**src/hw/csc_pkg.sv**
```systemverilog
// Package: register map, field positions and constants of the serial channel
package csc_pkg;
	localparam logic [2:0] ADDR_MAIN  = 3'h0;
	localparam logic [2:0] ADDR_CLOCK = 3'h1;
	localparam logic [2:0] ADDR_LEN   = 3'h2;
	localparam logic [2:0] ADDR_STAT  = 3'h3;
	localparam logic [2:0] ADDR_TX    = 3'h4;
	localparam logic [2:0] ADDR_RX    = 3'h5;
	localparam int POS_PWR   = 7;
	localparam int POS_TXE   = 6;
	localparam int POS_RXE   = 5;
	localparam int POS_DIR   = 4;
	localparam int POS_SCE   = 0;
	localparam int POS_CKP   = 4;
	localparam int POS_DAP   = 3;
	localparam int POS_CL3   = 3;
	localparam int POS_TSF   = 7;
	localparam int POS_OVE   = 0;
	localparam logic [7:0] MAIN_RST  = 8'h00;
	localparam logic [7:0] CLOCK_RST = 8'h00;
	localparam logic [7:0] LEN_RST   = 8'h00;
	localparam logic [2:0] CKS_SLAVE = 3'h7;
	localparam logic [4:0] LEN_BASE  = 5'h08;
	localparam logic [4:0] LEN_MAX   = 5'h10;
	localparam logic [4:0] WORD_BITS = 5'h10;
	typedef enum {CSC_IDLE, CSC_RUN, CSC_DRAIN} csc_state_t;
endpackage

```
**src/hw/csc_sync2.sv**
```systemverilog
// Two-stage synchroniser for the serial clock and serial input pins
`timescale 1ns/1ps
module csc_sync2 (
	// Clock and reset
	input  wire logic       sys_clk,
	input  wire logic       rst_n,
	// Pins in, synchronised levels out
	input  wire logic [1:0] pin_in,
	output logic      [1:0] pin_sync
);
	logic [1:0] meta;

	always_ff @(posedge sys_clk or negedge rst_n) begin
		if (!rst_n) begin
			meta     <= 2'h3;
			pin_sync <= 2'h3;
		end else begin
			meta     <= pin_in;
			pin_sync <= meta;
		end
	end
endmodule

```
**src/hw/csc_clk_div.sv**
```systemverilog
// Half-period tick generator for the master serial clock
`timescale 1ns/1ps
module csc_clk_div (
	// Clock and reset
	input  wire logic       sys_clk,
	input  wire logic       rst_n,
	// Control
	input  wire logic       run,
	input  wire logic [2:0] clock_source_select,
	// Tick once per half serial clock period
	output logic            tick
);
	logic [6:0] cnt;
	logic [6:0] limit;

	// Code 000 gives a tick every cycle: serial clock at half the bus clock
	assign limit = (7'h01 << clock_source_select) - 7'h01;
	assign tick  = run && (cnt == limit);

	always_ff @(posedge sys_clk or negedge rst_n) begin
		if (!rst_n) begin
			cnt <= 7'h00;
		end else if (!run || tick) begin
			cnt <= 7'h00;
		end else begin
			cnt <= cnt + 7'h01;
		end
	end
endmodule

```
**src/hw/csc_channel.sv**
```systemverilog
// Clocked serial channel, single transfer mode, master or slave
//
// Contract
// - 00H to clock control: master, half clock
// - 07H to clock control: slave, external clock
// - 00H to length control: 8-bit frames
// - Polarity and phase 00 give type 1
// - Bit order select 0 shifts MSB first
// - C1H: clock on, transmit only, MSB first
// - A1H: clock on, receive only, MSB first
// - E1H: clock on, transmit and receive
// - Transmit write sets busy, master starts frame
// - Slave waits idle for external clock edges
// - Receive-only dummy read sets busy, starts frame
// - Master drives clock and data out
// - Receiver samples input with serial clock
// - Frame end: stop, interrupt, clear busy
// - Slave ignores clock after frame end
// - Receive read with trigger enable restarts
// - Trigger enable 0: read starts nothing
// - Length 8 to 16, right-aligned, zero fill
// - Overrun on unread word; write 0 clears
// - Transmit-enable interrupt never raised
//
// Local design decisions: the register addresses and the plain strobed port.
`timescale 1ns/1ps
module csc_channel
	import csc_pkg::*;
(
	// Clock and reset
	input  wire logic        sys_clk,
	input  wire logic        rst_n,
	// Register port
	input  wire logic [2:0]  addr,
	input  wire logic [15:0] wdata,
	input  wire logic        wr,
	input  wire logic        rd,
	output logic      [15:0] rdata,
	// Serial pins
	input  wire logic        serial_clock_pin_in,
	output logic             serial_clock_pin_out,
	output logic             serial_clock_pin_oe,
	output logic             serial_output_pin,
	input  wire logic        serial_input_pin,
	// Interrupt requests
	output logic             reception_complete_irq,
	output logic             transmission_enable_irq
);
	logic [7:0]  serial_main_control;
	logic [7:0]  serial_clock_control, serial_length_control;
	logic        transfer_active_flag, overrun_flag, rx_unread;
	logic [15:0] transmit_buffer, receive_buffer, rx_aligned;
	logic [15:0] tx_sh, rx_sh, next_rx_sh;
	logic [4:0]  bit_cnt, frame_len;
	logic [3:0]  msb_idx;
	logic [2:0]  clock_source_select;
	logic [1:0]  samp_pipe, last_pipe, pin_sync;
	logic        sck_q, sck_prev, tick;
	logic        unit_power_bit, transmit_enable_bit, receive_enable_bit;
	logic        bit_order_select, start_trigger_enable;
	logic        clock_polarity_bit, slave, tx_start, rx_start, start;
	logic        rd_rx, sck_lvl, s_rise, s_fall, drive_ev, rise_ev;
	logic        last_bit, cap, done;
	csc_state_t  state;

	assign unit_power_bit       = serial_main_control[POS_PWR];
	assign transmit_enable_bit  = serial_main_control[POS_TXE];
	assign receive_enable_bit   = serial_main_control[POS_RXE];
	assign bit_order_select     = serial_main_control[POS_DIR];
	assign start_trigger_enable = serial_main_control[POS_SCE];
	assign clock_polarity_bit   = serial_clock_control[POS_CKP];
	assign clock_source_select  = serial_clock_control[2:0];
	assign slave     = clock_source_select == CKS_SLAVE;
	// Codes 1xxx all give 16 bits
	assign frame_len = serial_length_control[POS_CL3] ? LEN_MAX :
		LEN_BASE + {2'b00, serial_length_control[2:0]};
	assign msb_idx   = 4'(frame_len - 5'h01);

	// A transmit write during a frame is ignored and starts nothing
	assign tx_start = wr && (addr == ADDR_TX) && unit_power_bit &&
		transmit_enable_bit && !transfer_active_flag;
	assign rd_rx    = rd && (addr == ADDR_RX);
	assign rx_start = rd_rx && unit_power_bit && receive_enable_bit &&
		!transmit_enable_bit && start_trigger_enable &&
		!transfer_active_flag;
	assign start    = tx_start || rx_start;

	csc_sync2 u_sync (
		.sys_clk  (sys_clk),
		.rst_n    (rst_n),
		.pin_in   ({serial_clock_pin_in, serial_input_pin}),
		.pin_sync (pin_sync)
	);

	csc_clk_div u_div (
		.sys_clk             (sys_clk),
		.rst_n               (rst_n),
		.run                 ((state == CSC_RUN) && !slave),
		.clock_source_select (clock_source_select),
		.tick                (tick)
	);

	// Normalised clock: idle high, data driven on fall, sampled on rise
	assign sck_lvl = pin_sync[1] ^ clock_polarity_bit;
	assign s_fall  = sck_prev && !sck_lvl;
	assign s_rise  = !sck_prev && sck_lvl;
	// Edges outside RUN are never looked at in slave mode
	assign drive_ev = (state == CSC_RUN) &&
		(slave ? s_fall : (tick && sck_q));
	assign rise_ev  = (state == CSC_RUN) &&
		(slave ? s_rise : (tick && !sck_q));
	assign last_bit = bit_cnt == msb_idx[3:0] + 5'h00;
	// The data input lags its pin by two flops; in master mode the sample
	// is delayed by the same two cycles so it lines up with our own edge
	assign cap  = slave ? rise_ev : samp_pipe[1];
	assign done = (state != CSC_IDLE) &&
		(slave ? (rise_ev && last_bit) : (samp_pipe[1] && last_pipe[1]));
	assign next_rx_sh = bit_order_select ? {pin_sync[0], rx_sh[15:1]} :
		{rx_sh[14:0], pin_sync[0]};
	// LSB-first words arrive at the top and are moved down to bit 0
	assign rx_aligned = bit_order_select ?
		(next_rx_sh >> (WORD_BITS - frame_len)) : next_rx_sh;

	always_ff @(posedge sys_clk or negedge rst_n) begin
		if (!rst_n) begin
			state <= CSC_IDLE;
		end else if (!unit_power_bit) begin
			state <= CSC_IDLE;
		end else begin
			case (state)
			CSC_IDLE: begin
				if (start) begin
					state <= CSC_RUN;
				end
			end
			CSC_RUN: begin
				if (slave && done) begin
					state <= CSC_IDLE;
				end else if (!slave && rise_ev && last_bit) begin
					state <= CSC_DRAIN;
				end
			end
			CSC_DRAIN: begin
				if (done) begin
					state <= CSC_IDLE;
				end
			end
			default: state <= CSC_IDLE;
			endcase
		end
	end

	always_ff @(posedge sys_clk or negedge rst_n) begin
		if (!rst_n) begin
			bit_cnt <= 5'h00;
		end else if (start) begin
			bit_cnt <= 5'h00;
		end else if (rise_ev) begin
			bit_cnt <= bit_cnt + 5'h01;
		end
	end

	// Master clock rests high outside a frame
	always_ff @(posedge sys_clk or negedge rst_n) begin
		if (!rst_n) begin
			sck_q <= 1'b1;
		end else if ((state != CSC_RUN) || slave) begin
			sck_q <= 1'b1;
		end else if (tick) begin
			sck_q <= !sck_q;
		end
	end

	always_ff @(posedge sys_clk or negedge rst_n) begin
		if (!rst_n) begin
			sck_prev  <= 1'b1;
			samp_pipe <= 2'h0;
			last_pipe <= 2'h0;
		end else begin
			sck_prev  <= sck_lvl;
			samp_pipe <= {samp_pipe[0], rise_ev && !slave};
			last_pipe <= {last_pipe[0], rise_ev && !slave && last_bit};
		end
	end

	always_ff @(posedge sys_clk or negedge rst_n) begin
		if (!rst_n) begin
			tx_sh             <= 16'h0000;
			serial_output_pin <= 1'b1;
		end else begin
			if (tx_start) begin
				tx_sh <= wdata;
			end else if (rise_ev) begin
				tx_sh <= bit_order_select ? (tx_sh >> 1) : (tx_sh << 1);
			end
			if (drive_ev) begin
				serial_output_pin <= bit_order_select ?
					tx_sh[0] : tx_sh[msb_idx];
			end
		end
	end

	always_ff @(posedge sys_clk or negedge rst_n) begin
		if (!rst_n) begin
			rx_sh <= 16'h0000;
		end else if (start) begin
			rx_sh <= 16'h0000;
		end else if (cap && receive_enable_bit) begin
			rx_sh <= next_rx_sh;
		end
	end

	// Busy flag: set by the start, cleared by done (slave: at the last edge; master: two cycles after it)
	always_ff @(posedge sys_clk or negedge rst_n) begin
		if (!rst_n) begin
			transfer_active_flag <= 1'b0;
		end else if (!unit_power_bit) begin
			transfer_active_flag <= 1'b0;
		end else if (start) begin
			transfer_active_flag <= 1'b1;
		end else if (done) begin
			transfer_active_flag <= 1'b0;
		end
	end

	// Raised in every single-transfer frame, transmit-only included
	always_ff @(posedge sys_clk or negedge rst_n) begin
		if (!rst_n) begin
			reception_complete_irq <= 1'b0;
		end else begin
			reception_complete_irq <= done && unit_power_bit;
		end
	end
	assign transmission_enable_irq = 1'b0;

	always_ff @(posedge sys_clk or negedge rst_n) begin
		if (!rst_n) begin
			receive_buffer <= 16'h0000;
		end else if (done && receive_enable_bit) begin
			receive_buffer <= rx_aligned;
		end
	end

	// A completion and a read in one cycle leave the new word unread
	always_ff @(posedge sys_clk or negedge rst_n) begin
		if (!rst_n) begin
			rx_unread <= 1'b0;
		end else if (!unit_power_bit) begin
			rx_unread <= 1'b0;
		end else if (done && receive_enable_bit) begin
			rx_unread <= 1'b1;
		end else if (rd_rx) begin
			rx_unread <= 1'b0;
		end
	end

	always_ff @(posedge sys_clk or negedge rst_n) begin
		if (!rst_n) begin
			overrun_flag <= 1'b0;
		end else if (!unit_power_bit) begin
			overrun_flag <= 1'b0;
		end else if (done && receive_enable_bit && rx_unread) begin
			overrun_flag <= 1'b1;
		end else if (wr && (addr == ADDR_STAT) && !wdata[POS_OVE]) begin
			overrun_flag <= 1'b0;
		end
	end

	// Clock settings are locked while the unit is powered; length settings only while powered with transmit or receive enabled
	always_ff @(posedge sys_clk or negedge rst_n) begin
		if (!rst_n) begin
			serial_main_control   <= MAIN_RST;
			serial_clock_control  <= CLOCK_RST;
			serial_length_control <= LEN_RST;
			transmit_buffer       <= 16'h0000;
		end else if (wr) begin
			if (addr == ADDR_MAIN) begin
				serial_main_control <= wdata[7:0];
			end
			if ((addr == ADDR_CLOCK) && !unit_power_bit) begin
				serial_clock_control <= {3'h0, wdata[4:0]};
			end
			if ((addr == ADDR_LEN) && (!unit_power_bit ||
				(!transmit_enable_bit && !receive_enable_bit))) begin
				serial_length_control <= {4'h0, wdata[3:0]};
			end
			if ((addr == ADDR_TX) && !transfer_active_flag) begin
				transmit_buffer <= wdata;
			end
		end
	end

	always_ff @(posedge sys_clk or negedge rst_n) begin
		if (!rst_n) begin
			rdata <= 16'h0000;
		end else if (rd) begin
			case (addr)
			ADDR_MAIN:  rdata <= {8'h00, serial_main_control};
			ADDR_CLOCK: rdata <= {8'h00, serial_clock_control};
			ADDR_LEN:   rdata <= {8'h00, serial_length_control};
			ADDR_STAT:  rdata <= {8'h00, transfer_active_flag, 6'h00,
				overrun_flag};
			ADDR_TX:    rdata <= transmit_buffer;
			ADDR_RX:    rdata <= receive_buffer;
			default:    rdata <= 16'h0000;
			endcase
		end else begin
			rdata <= 16'h0000;
		end
	end

	assign serial_clock_pin_out = sck_q ^ clock_polarity_bit;
	assign serial_clock_pin_oe  = unit_power_bit && !slave;
	// Helper for the checks: master clock rising edges seen in a frame
	logic [4:0] edge_cnt;
	always_ff @(posedge sys_clk or negedge rst_n) begin
		if (!rst_n) begin
			edge_cnt <= 5'h00;
		end else if (start) begin
			edge_cnt <= 5'h00;
		end else if (!slave && (state == CSC_RUN) && tick && !sck_q) begin
			edge_cnt <= edge_cnt + 5'h01;
		end
	end
endmodule

```
**config.mk**
```make
export PLATFORM = sky130hd
export DESIGN_NAME = csc_channel
export DESIGN_NICKNAME = d
export VERILOG_FILES = /design/src/hw/csc_pkg.sv /design/src/hw/csc_sync2.sv /design/src/hw/csc_clk_div.sv /design/src/hw/csc_channel.sv
export SDC_FILE = /design/constraint.sdc
export NUM_CORES = 1
export LEC_CHECK = 0
export BUFFER_PORTS_ARGS = -buffer_cell sky130_fd_sc_hd__clkbuf_2
export CAP_MARGIN = 0
export CORE_MARGIN = 5
export CORE_UTILIZATION = 35
export CTS_CLUSTER_DIAMETER = 150
export DETAILED_ROUTE_END_ITERATION = 16
export PLACE_DENSITY = 0.52
export SKIP_LAST_GASP = 1
export SLEW_MARGIN = 20
export SYNTH_ARGS = -nofsm -noshare
export SYNTH_HDL_FRONTEND = slang
export SYNTH_SLANG_ARGS = --single-unit
```
**constraint.sdc**
```tcl
create_clock -name sys_clk -period 3 [get_ports sys_clk]
set_input_delay 0.75 -clock sys_clk [delete_from_list [all_inputs] [get_ports sys_clk]]
set_output_delay 0.75 -clock sys_clk [all_outputs]
set_load 0.05 [all_outputs]
```
---- After elaboration in Yosys (flattened, before gate mapping) ----
Cells that the tools add are included.
operators by class
  order comparisons ....................... 1
  bitwise gates (word level) .............. 2
  reduce and logical (&&, ||, !) cells .... 61
  eq/ne operators ......................... 18
  shift operators ......................... 2
  multiplexer cells ....................... 37
  $add $sub $neg .......................... 6
  div/mod/pow operators ................... 0
  $mul .................................... 0
operators with widths
  cell                                                  count
  two-way mux 32 bit                                    5
  two-way mux 16 bit                                    8
  one-hot mux 16 bit (6 select lines)                   1
  one-hot mux 32 bit (3 select lines)                   1
  equality test 32 x 2 -> 1 bit, second input constant  2
  logical AND 1 bit                                     35
  equality test 32 x 1 -> 1 bit, second input constant  1
  zero test 32 bit                                      1
  != test 32 x 2 -> 1 bit, second input constant        1
  nonzero test 32 bit                                   1
  two-way mux 1 bit                                     17
  right shift 16 x 5 -> 16 bit                          1
  two-way mux 5 bit                                     3
  zero test 1 bit                                       10
  equality test 3 bit, second input constant            3
  != test 3 x 1 -> 1 bit, second input constant         3
  AND reduction 2 bit                                   4
  nonzero test 2 bit                                    4
  adder 7 x 1 -> 7 bit, second input constant           1
  equality test 7 bit                                   1
  two-way mux 7 bit                                     1
  left shift 1 x 3 -> 7 bit, first input constant       1
  subtractor 7 x 1 -> 7 bit, second input constant      1
  equality test 3 x 2 -> 1 bit, second input constant   2
  14 further kinds                                      19
storage, ports and cells
  RAM bits ................................ 0
  input port bits ......................... 25
  bits in latches ......................... 0
  ROM bits ................................ 0
  logic and storage cells ................. 149
  output and inout bits ................... 21
  flip-flop bits (word level) ............. 156
  memories ................................ 0

---- Longest topological paths before layout ----
Gate-level depths: netlist of run 1.
  word-level depth ........................ 14
  gate-level depth with buffers ........... 14
  gate-level depth less buffers ........... 10

---- Modules after synthesis ----
Synthesis of run 1 repeated with hierarchy kept, for this count alone.
second synthesis, totals
  cells, all modules ...................... 676
  area total of the unflattened synthesis .. 6882.9 um2
by module, submodules not included
  module       sequential area each (um2)  area each (um2)  instances  cells an instance
  csc_channel  2881.5                      6269.8           1          618
  csc_clk_div  175.2                       508.0            1          54
  csc_sync2    105.1                       105.1            1          4

---- Least setup slack after synthesis of run 1 ----
No wires, ideal clock.
  path type ............................... reg2reg
  start point ............................. register serial_length_control[3]
  end point ............................... register receive_buffer[10]
  required time ........................... 2875 ps
  clock period less this slack ............ 2847 ps
  slack ................................... 153 ps
  library setup time ...................... 125 ps
  stages on the path, launching flop included .. 15
  data arrival time ....................... 2722 ps
  cells stage by stage .................... dfrtp_1 buf_6 nor2b_2 buf_6 clkinv_1 ha_1 clkbuf_1 xnor2_1 nor2_1 nand4_2 o21bai_4 and3_4 buf_8 buf_12 mux2_4
between the ends
  cells in the longest elaborated chain, start to end .. 7
ends and longest elaborated chain
  what                                                                      line                RTL
  from (decl)                                                               csc_channel.sv:50   logic [7:0] serial_clock_control, serial_length_control;
  from (signal assigned)                                                    csc_channel.sv:285  serial_length_control <= {4'h0, wdata[3:0]};
  two-way mux 5 bit (*)                                                     csc_channel.sv:75   assign frame_len = serial_length_control[POS_CL3] ? LEN_MAX :
  parallel branches: the longest is 6 deep, another holds subtractor 5 bit  n/a
  to (signal assigned)                                                      csc_channel.sv:240  receive_buffer <= rx_aligned;
  to (decl)                                                                 csc_channel.sv:52   logic [15:0] transmit_buffer, receive_buffer, rx_aligned;
Every way passes the cells marked *.
A chain may end at the register's enable or synchronous reset.

---- Worst setup path in the final report of run 1 ----
  start point ............................. register serial_length_control[3]
  end point ............................... register serial_output_pin
between the ends
  cells in the longest elaborated chain, start to end .. 5
ends and longest elaborated chain
  what                                     line                RTL
  two-way mux 5 bit                        csc_channel.sv:75
  subtractor 4 x 1 -> 4 bit                csc_channel.sv:77   assign msb_idx = 4'(frame_len - 5'h01);
  binary-select mux 1 bit (select 4 bit)   csc_channel.sv:198  tx_sh[0] : tx_sh[msb_idx];
  two-way mux 1 bit (implied by the code)  csc_channel.sv:198
  two-way mux 1 bit                        csc_channel.sv:197  serial_output_pin <= bit_order_select ?
  to (signal assigned)                     csc_channel.sv:197
  to (decl)                                csc_channel.sv:43   output logic serial_output_pin,
No other way between the ends. The select of a mux whose other input is x is not followed.

==> impl_metrics.toml, run 1 <==
[status]
status = "complete, no violations"

[layout]
syn2layout_area_growth_pct = 15.4
nets = 757
drive_gt1_frac = 0.272
seqCellArea_sq_um = 3160
diodes = 0
fill_cells = 1999
multi_input_area_sq_um = 3710

[floorplan]
die_h_um = 154
initial_core_util = 0.355
dieArea_sq_um = 23600
core_sq_um = 20300
chipWidth_um = 154
std_cell_rows = 52
boundaryPins = 46

[clocking]
post_cts_buffers = 0
cts_buffers = 17
clk_pin_slew_ps = 60
clock-sinks = 126
root_buffer = "clkbuf_16"
cts_buffer_depth = 2
cts_tree = "built"
htree_levels = 4
insertion_delay_ps = 420

[sta]
fin_crit_ps = 2810
fin_setup_tns_ps = 0
min_period_over_period = 0.938
worst_pin_slew_ps = 648
finalHoldViolations = 0
fin_skew_ps = 14.2
maxSlewHeadroom = 0.564
max_clock_freq_mhz = 355
drv_slew = 0
setup_viol = 0
rsz0062_at_grt = "no"

[detailed_routing]
wl_per_cell_um = 19.3
drc = 0
ant_nets = 0
routed_wl_mm = 19.5
drtIter0Drc = 468
vias = 5546
firstDrtPassIters = 8
avgViaCountPerCell = 5.49

[global_routing]
grt_pass1_wl_mm = 32.0
grt_max_degree = 65
track_usage = 0.169
gr-total-overflow = 0
grt_antenna_before_repair = 0
grt_pass1_vias = 5645

[synthesis]
async_flop_share = 1.00
syn_avg_cell_area_sq_um = 10.5
syn_nets = 714
synth_seq_cells = 126
synth_edf_count = 0
synthCells = 684
synth_area_sq_um = 7220
synth_ff_type = "dfrtp_1"
yosys_warnings = 0
ys_seq_area_frac = 0.438
yosysUniqueCellTypes = 72

[critical_path]
cp_max_fo = 10
cpMaxStageDelayCell = "mux4_1"
critical_path.top_delay_family = "multiplexers"
cp_cell_sequence = "nor2b_2 -> clkinv_1 -> ha_1 -> xnor2_2 -> mux4_1 -> a22oi_1 -> nand3_1 -> mux2_2"
cp-end-kind = "register"
critPathMaxStageDelay_ps = 600
cp_num_cells = 8
crit_type = "register to register"
r2r-start = "serial_length_control[3]"
cp.buffers_inverters = 1
rrSetupSlack_ps = 190
timing.critical_path.from_type = "register"
r2r-end = "serial_output_pin"
worstPathArrival_ps = 3170
cp.required_ps = 3350
worstRegToRegCells = 8

[power]
p_clk_frac = 0.257
finalPower_mw = 7.48
p_leak_nw = 3.61
p_seq_frac = 0.339
switching_power_mw = 2.93
p_per_area_nw_per_um2 = 898
comb_power_share = 0.404
peakVddDrop_mv = 0.321
sw_frac_of_total = 0.391
p_int_mw = 4.56

[place]
io_buffers = 44
dpl.hpwl_mm = 14.0
place_congestion = 0.878

[hold_path]
hold_class = "input pin to async pin"

[job]
cap_violations = 0
routing by layer:
layer	wire length (um)	track usage
met5	0	0
met4	208	0.0383
met3	835	0.0351
met2	9010	0.263
met1	9400	0.244
power by group through the flow:
| stage | registers (mW) | clock network (mW) | logic, mW |
|---|---|---|---|
| 2_1_floorplan | 2.42 | 0 | 2.25 |
| 3_3_place_gp | 2.54 | 0 | 2.93 |
| 3_5_place_dp | 2.56 | 0 | 2.98 |
| 4_1_cts | 2.53 | 1.97 | 2.99 |
| 5_1_grt | 2.60 | 2.03 | 3.34 |
| 6_report | 2.54 | 1.92 | 3.02 |
worst reg2reg max path, cell delays in order (launching register included):
cell	delay [ps]
dfrtp_1	500
nor2b_2	200
clkinv_1	100
ha_1	310
xnor2_2	320
mux4_1	600
a22oi_1	200
nand3_1	190
mux2_2	310
cell families (layout without fill, tap and decap cells):
family,count (synthesis),count (layout),synth area share
multiplexers,103,103,0.190
AO/OA/AOI/OAI,140,140,0.136
buffers and inverters,78,134,0.0517
flip-flops,126,126,0.438
adder cells (fa/ha/maj),5,5,0.00867
other,1,1,0.000520
AND/OR/NAND/NOR,210,210,0.148
XOR/XNOR,21,21,0.0274
cells in the mapped netlist (all sizes together), types with 5 or more instances:
cell / instances / area, sq um
nand2: 56 / 210
or3: 6 / 37.5
xnor2: 11 / 96.3
nor2: 54 / 203
nand2b: 7 / 43.8
buf: 27 / 181
o22ai: 10 / 62.6
a21oi: 15 / 75.1
a211oi: 18 / 135
xor2: 9 / 78.8
a31oi: 6 / 37.5
and3: 8 / 55.1
inv: 25 / 93.8
a221oi: 14 / 123
mux4: 18 / 413
a22oi: 8 / 60.1
dfrtp: 119 / 2980
nor3: 9 / 45.0
mux2i: 31 / 310
o221ai: 7 / 61.3
nor4: 6 / 52.6
mux2: 54 / 646
nand3b: 6 / 45.0
nor2b: 25 / 159
clkbuf: 25 / 93.8
ha: 5 / 62.6
dfstp: 7 / 184
nand3: 16 / 80.1
o21ai: 28 / 140
o31ai: 16 / 120
through the flow:
| step | hold slack, ps | instance area, sq um | setup WS, ps | cells | utilization |
|---|---|---|---|---|---|
| after floorplan | 331 | 7220 | 153 | 684 | - |
| after global placement | 337 | 7760 | 222 | 978 | 0.382 |
| after detailed placement | 347 | 7760 | 138 | 978 | 0.382 |
| after CTS | 350 | 8310 | 122 | 1010 | 0.410 |
| after global routing | 357 | 8330 | 35.3 | 1010 | 0.410 |
| final | 342 | 8330 | 186 | 1010 | 0.410 |
flip-flops by register name, indices dropped and copies added, names as in the netlist, 4 cells and up:
signal                 flops
bit_cnt                    5
rdata                     16
receive_buffer            16
rx_sh                     16
serial_clock_control       5
serial_length_control      4
serial_main_control        8
transmit_buffer           16
tx_sh                     16
u_div.cnt                  7
worst max-delay path by stage:
stage                         end                startpoint  slack [ps]
3_3_place_gp    serial_output_pin  serial_length_control[3]         220
4_1_cts         serial_output_pin  serial_length_control[3]         120
6_report        serial_output_pin  serial_length_control[3]         190
5_1_grt         serial_output_pin  serial_length_control[3]          40
2_1_floorplan  receive_buffer[10]  serial_length_control[3]         150
3_5_place_dp    serial_output_pin  serial_length_control[3]         140
repair_timing:
action / CTS / global route
setup endpoints to repair: 0 / 13
hold buffers: 0 / 0
gates resized for setup: 0 / 3
area by class of cell:
class                   count  share of cell area
multi-input cells         480               0.446
flip-flops and latches    126               0.380
clock buffers              20              0.0560
repair buffers             76              0.0560
well taps                 270              0.0406
inverters                  26              0.0117
clock inverters            12              0.0104
layout by cell type, fill, tap and decap left out, types with 18 or more instances in the layout:
| cell | netlist | layout |
|---|---|---|
| a211oi_1 | 18 | 18 |
| buf_4 | 5 | 32 |
| clkbuf_2 | 0 | 43 |
| dfrtp_1 | 119 | 118 |
| inv_1 | 24 | 24 |
| mux2_2 | 43 | 43 |
| mux2i_1 | 31 | 31 |
| nand2_1 | 56 | 56 |
| nor2_1 | 54 | 54 |
| nor2b_1 | 24 | 24 |
| o21ai_0 | 21 | 21 |
Power figures use the tool's default switching activity.
==> run 2: changes to the inputs <==
CORE_UTILIZATION = 45   (was 35)
PLACE_DENSITY = 0.63   (was 0.52)
==> impl_metrics.toml, run 2 (synthesis gave the netlist of run 1 again) <==
[clocking]
cts_buffer_depth = 2
htree_levels = 4
root_buffer = "clkbuf_16"
clock-sinks = 126
cts_tree = "built"
insertion_delay_ps = 420
clk_pin_slew_ps = 60
ctsHoldBuffers = 0
cts_buffers = 17

[critical_path]
cp.required_ps = 3350
cp-end-kind = "register"
timing.critical_path.from_type = "register"
worstPathArrival_ps = 3200
cp_max_fo = 10
crit_type = "register to register"

[power]
p_clk_frac = 0.279
switching_power_mw = 2.87
p_int_mw = 4.76
p_per_area_nw_per_um2 = 919
p_seq_frac = 0.333
p_leak_nw = 3.63
sw_frac_of_total = 0.376
comb_power_share = 0.388
peakVddDrop_mv = 0.518
finalPower_mw = 7.63

[sta]
fin_crit_ps = 2850
rsz0062_at_grt = "no"
worst_pin_slew_ps = 703
maxSlewHeadroom = 0.530
min_period_over_period = 0.950
max_clock_freq_mhz = 351
fin_skew_ps = 11.1
holdWs_ps = 350
fin_setup_tns_ps = 0
drv_slew = 0
finalHoldViolations = 0
setup_viol = 0
fin_ws_ps = 151

[layout]
fill_cells = 1392
nets = 753
fin_area_sq_um = 8310
instances_no_fill = 952
final_cell_mix = "dfrtp_1 (118), nand2_1 (56), nor2_1 (54)"
drive_gt1_frac = 0.265
fin_util = 0.525
diodes = 0
layout_commonest_cell = "dfrtp_1"
seqCellArea_sq_um = 3160
syn2layout_area_growth_pct = 15.1
multi_input_area_sq_um = 3700

[detailed_routing]
routed_wl_mm = 18.2
drt-met1-wl_mm = 8.37
met2_length_mm = 8.56
drc = 0
drtIter0Drc = 425
top_layer = "met4"
firstDrtPassIters = 5
vias = 5553
avgViaCountPerCell = 5.83
wl_per_cell_um = 19.1
ant_nets = 0
wl_met3_mm = 1.10

[global_routing]
gr-total-overflow = 0
grt_pass1_wl_mm = 29.4
grt_max_degree = 48
track_usage = 0.205
grt_antenna_before_repair = 0
grt_pass1_vias = 5274

[status]
status = "complete, no violations"

[floorplan]
chipWidth_um = 137
boundaryPins = 46
core_sq_um = 15800
std_cell_rows = 46
initial_core_util = 0.456
dieArea_sq_um = 18700
die_h_um = 137

[job]
cap_violations = 0

[place]
place_congestion = 0.875
dp_slack_ps = 174
dpl_cell_area_sq_um = 7680
io_buffers = 44
dpl.hpwl_mm = 13.1
post-place-cells = 920

[hold_path]
hold_class = "input pin to async pin"
run 2: metal layers:
metal  track usage  vias to the layer above
li1              -                     2573
met1         0.300                     2774
met2         0.309                      188
met3        0.0500                       18
met4        0.0482                        0
met5             0                        -
run 2: final timing paths:
check / end / slack [ps] / from / cells after the start
max in group asynchronous: u_sync.meta[0] / 1840 / rst_n / 2
hold / removal: rdata[12] / 350 / rst_n / 1
setup reg to reg: serial_output_pin / 150 / serial_length_control[3] / 8
setup / recovery: serial_output_pin / 150 / serial_length_control[3] / 8
min in group sys_clk: u_sync.pin_sync[0] / 350 / u_sync.meta[0] / 0
hold reg to reg: u_sync.pin_sync[0] / 350 / u_sync.meta[0] / 0
run 2: timing repair:
item | in CTS | in global routing
resized for setup | 0 | 2
setup endpoints to repair | 0 | 5
setup buffers | 0 | 0
run 2: worst max-delay path, stage by stage, from the launching register on:
cell and delay [ps]:
dfrtp_1 510, nor2b_2 190, clkinv_1 90, ha_1 290, xnor2_1 420, mux4_1 610
a22oi_1 210, nand3_1 160, mux2_2 290
run 2: final cells by class:
class / count / share of cell area
well taps: 216 / 0.0325
flip-flops and latches: 126 / 0.381
clock inverters: 13 / 0.0194
multi-input cells: 480 / 0.446
clock buffers: 19 / 0.0545
repair buffers: 72 / 0.0551
inverters: 26 / 0.0118
run 2: power by group through the flow:
stage | clock network (mW) | logic [mW] | registers [mW]
after floorplan | 0 | 2.25 | 2.42
after detailed placement | 0 | 2.93 | 2.56
final | 2.13 | 2.96 | 2.54
after CTS | 2.16 | 2.95 | 2.53
after global routing | 2.25 | 3.25 | 2.60
after global placement | 0 | 2.88 | 2.54
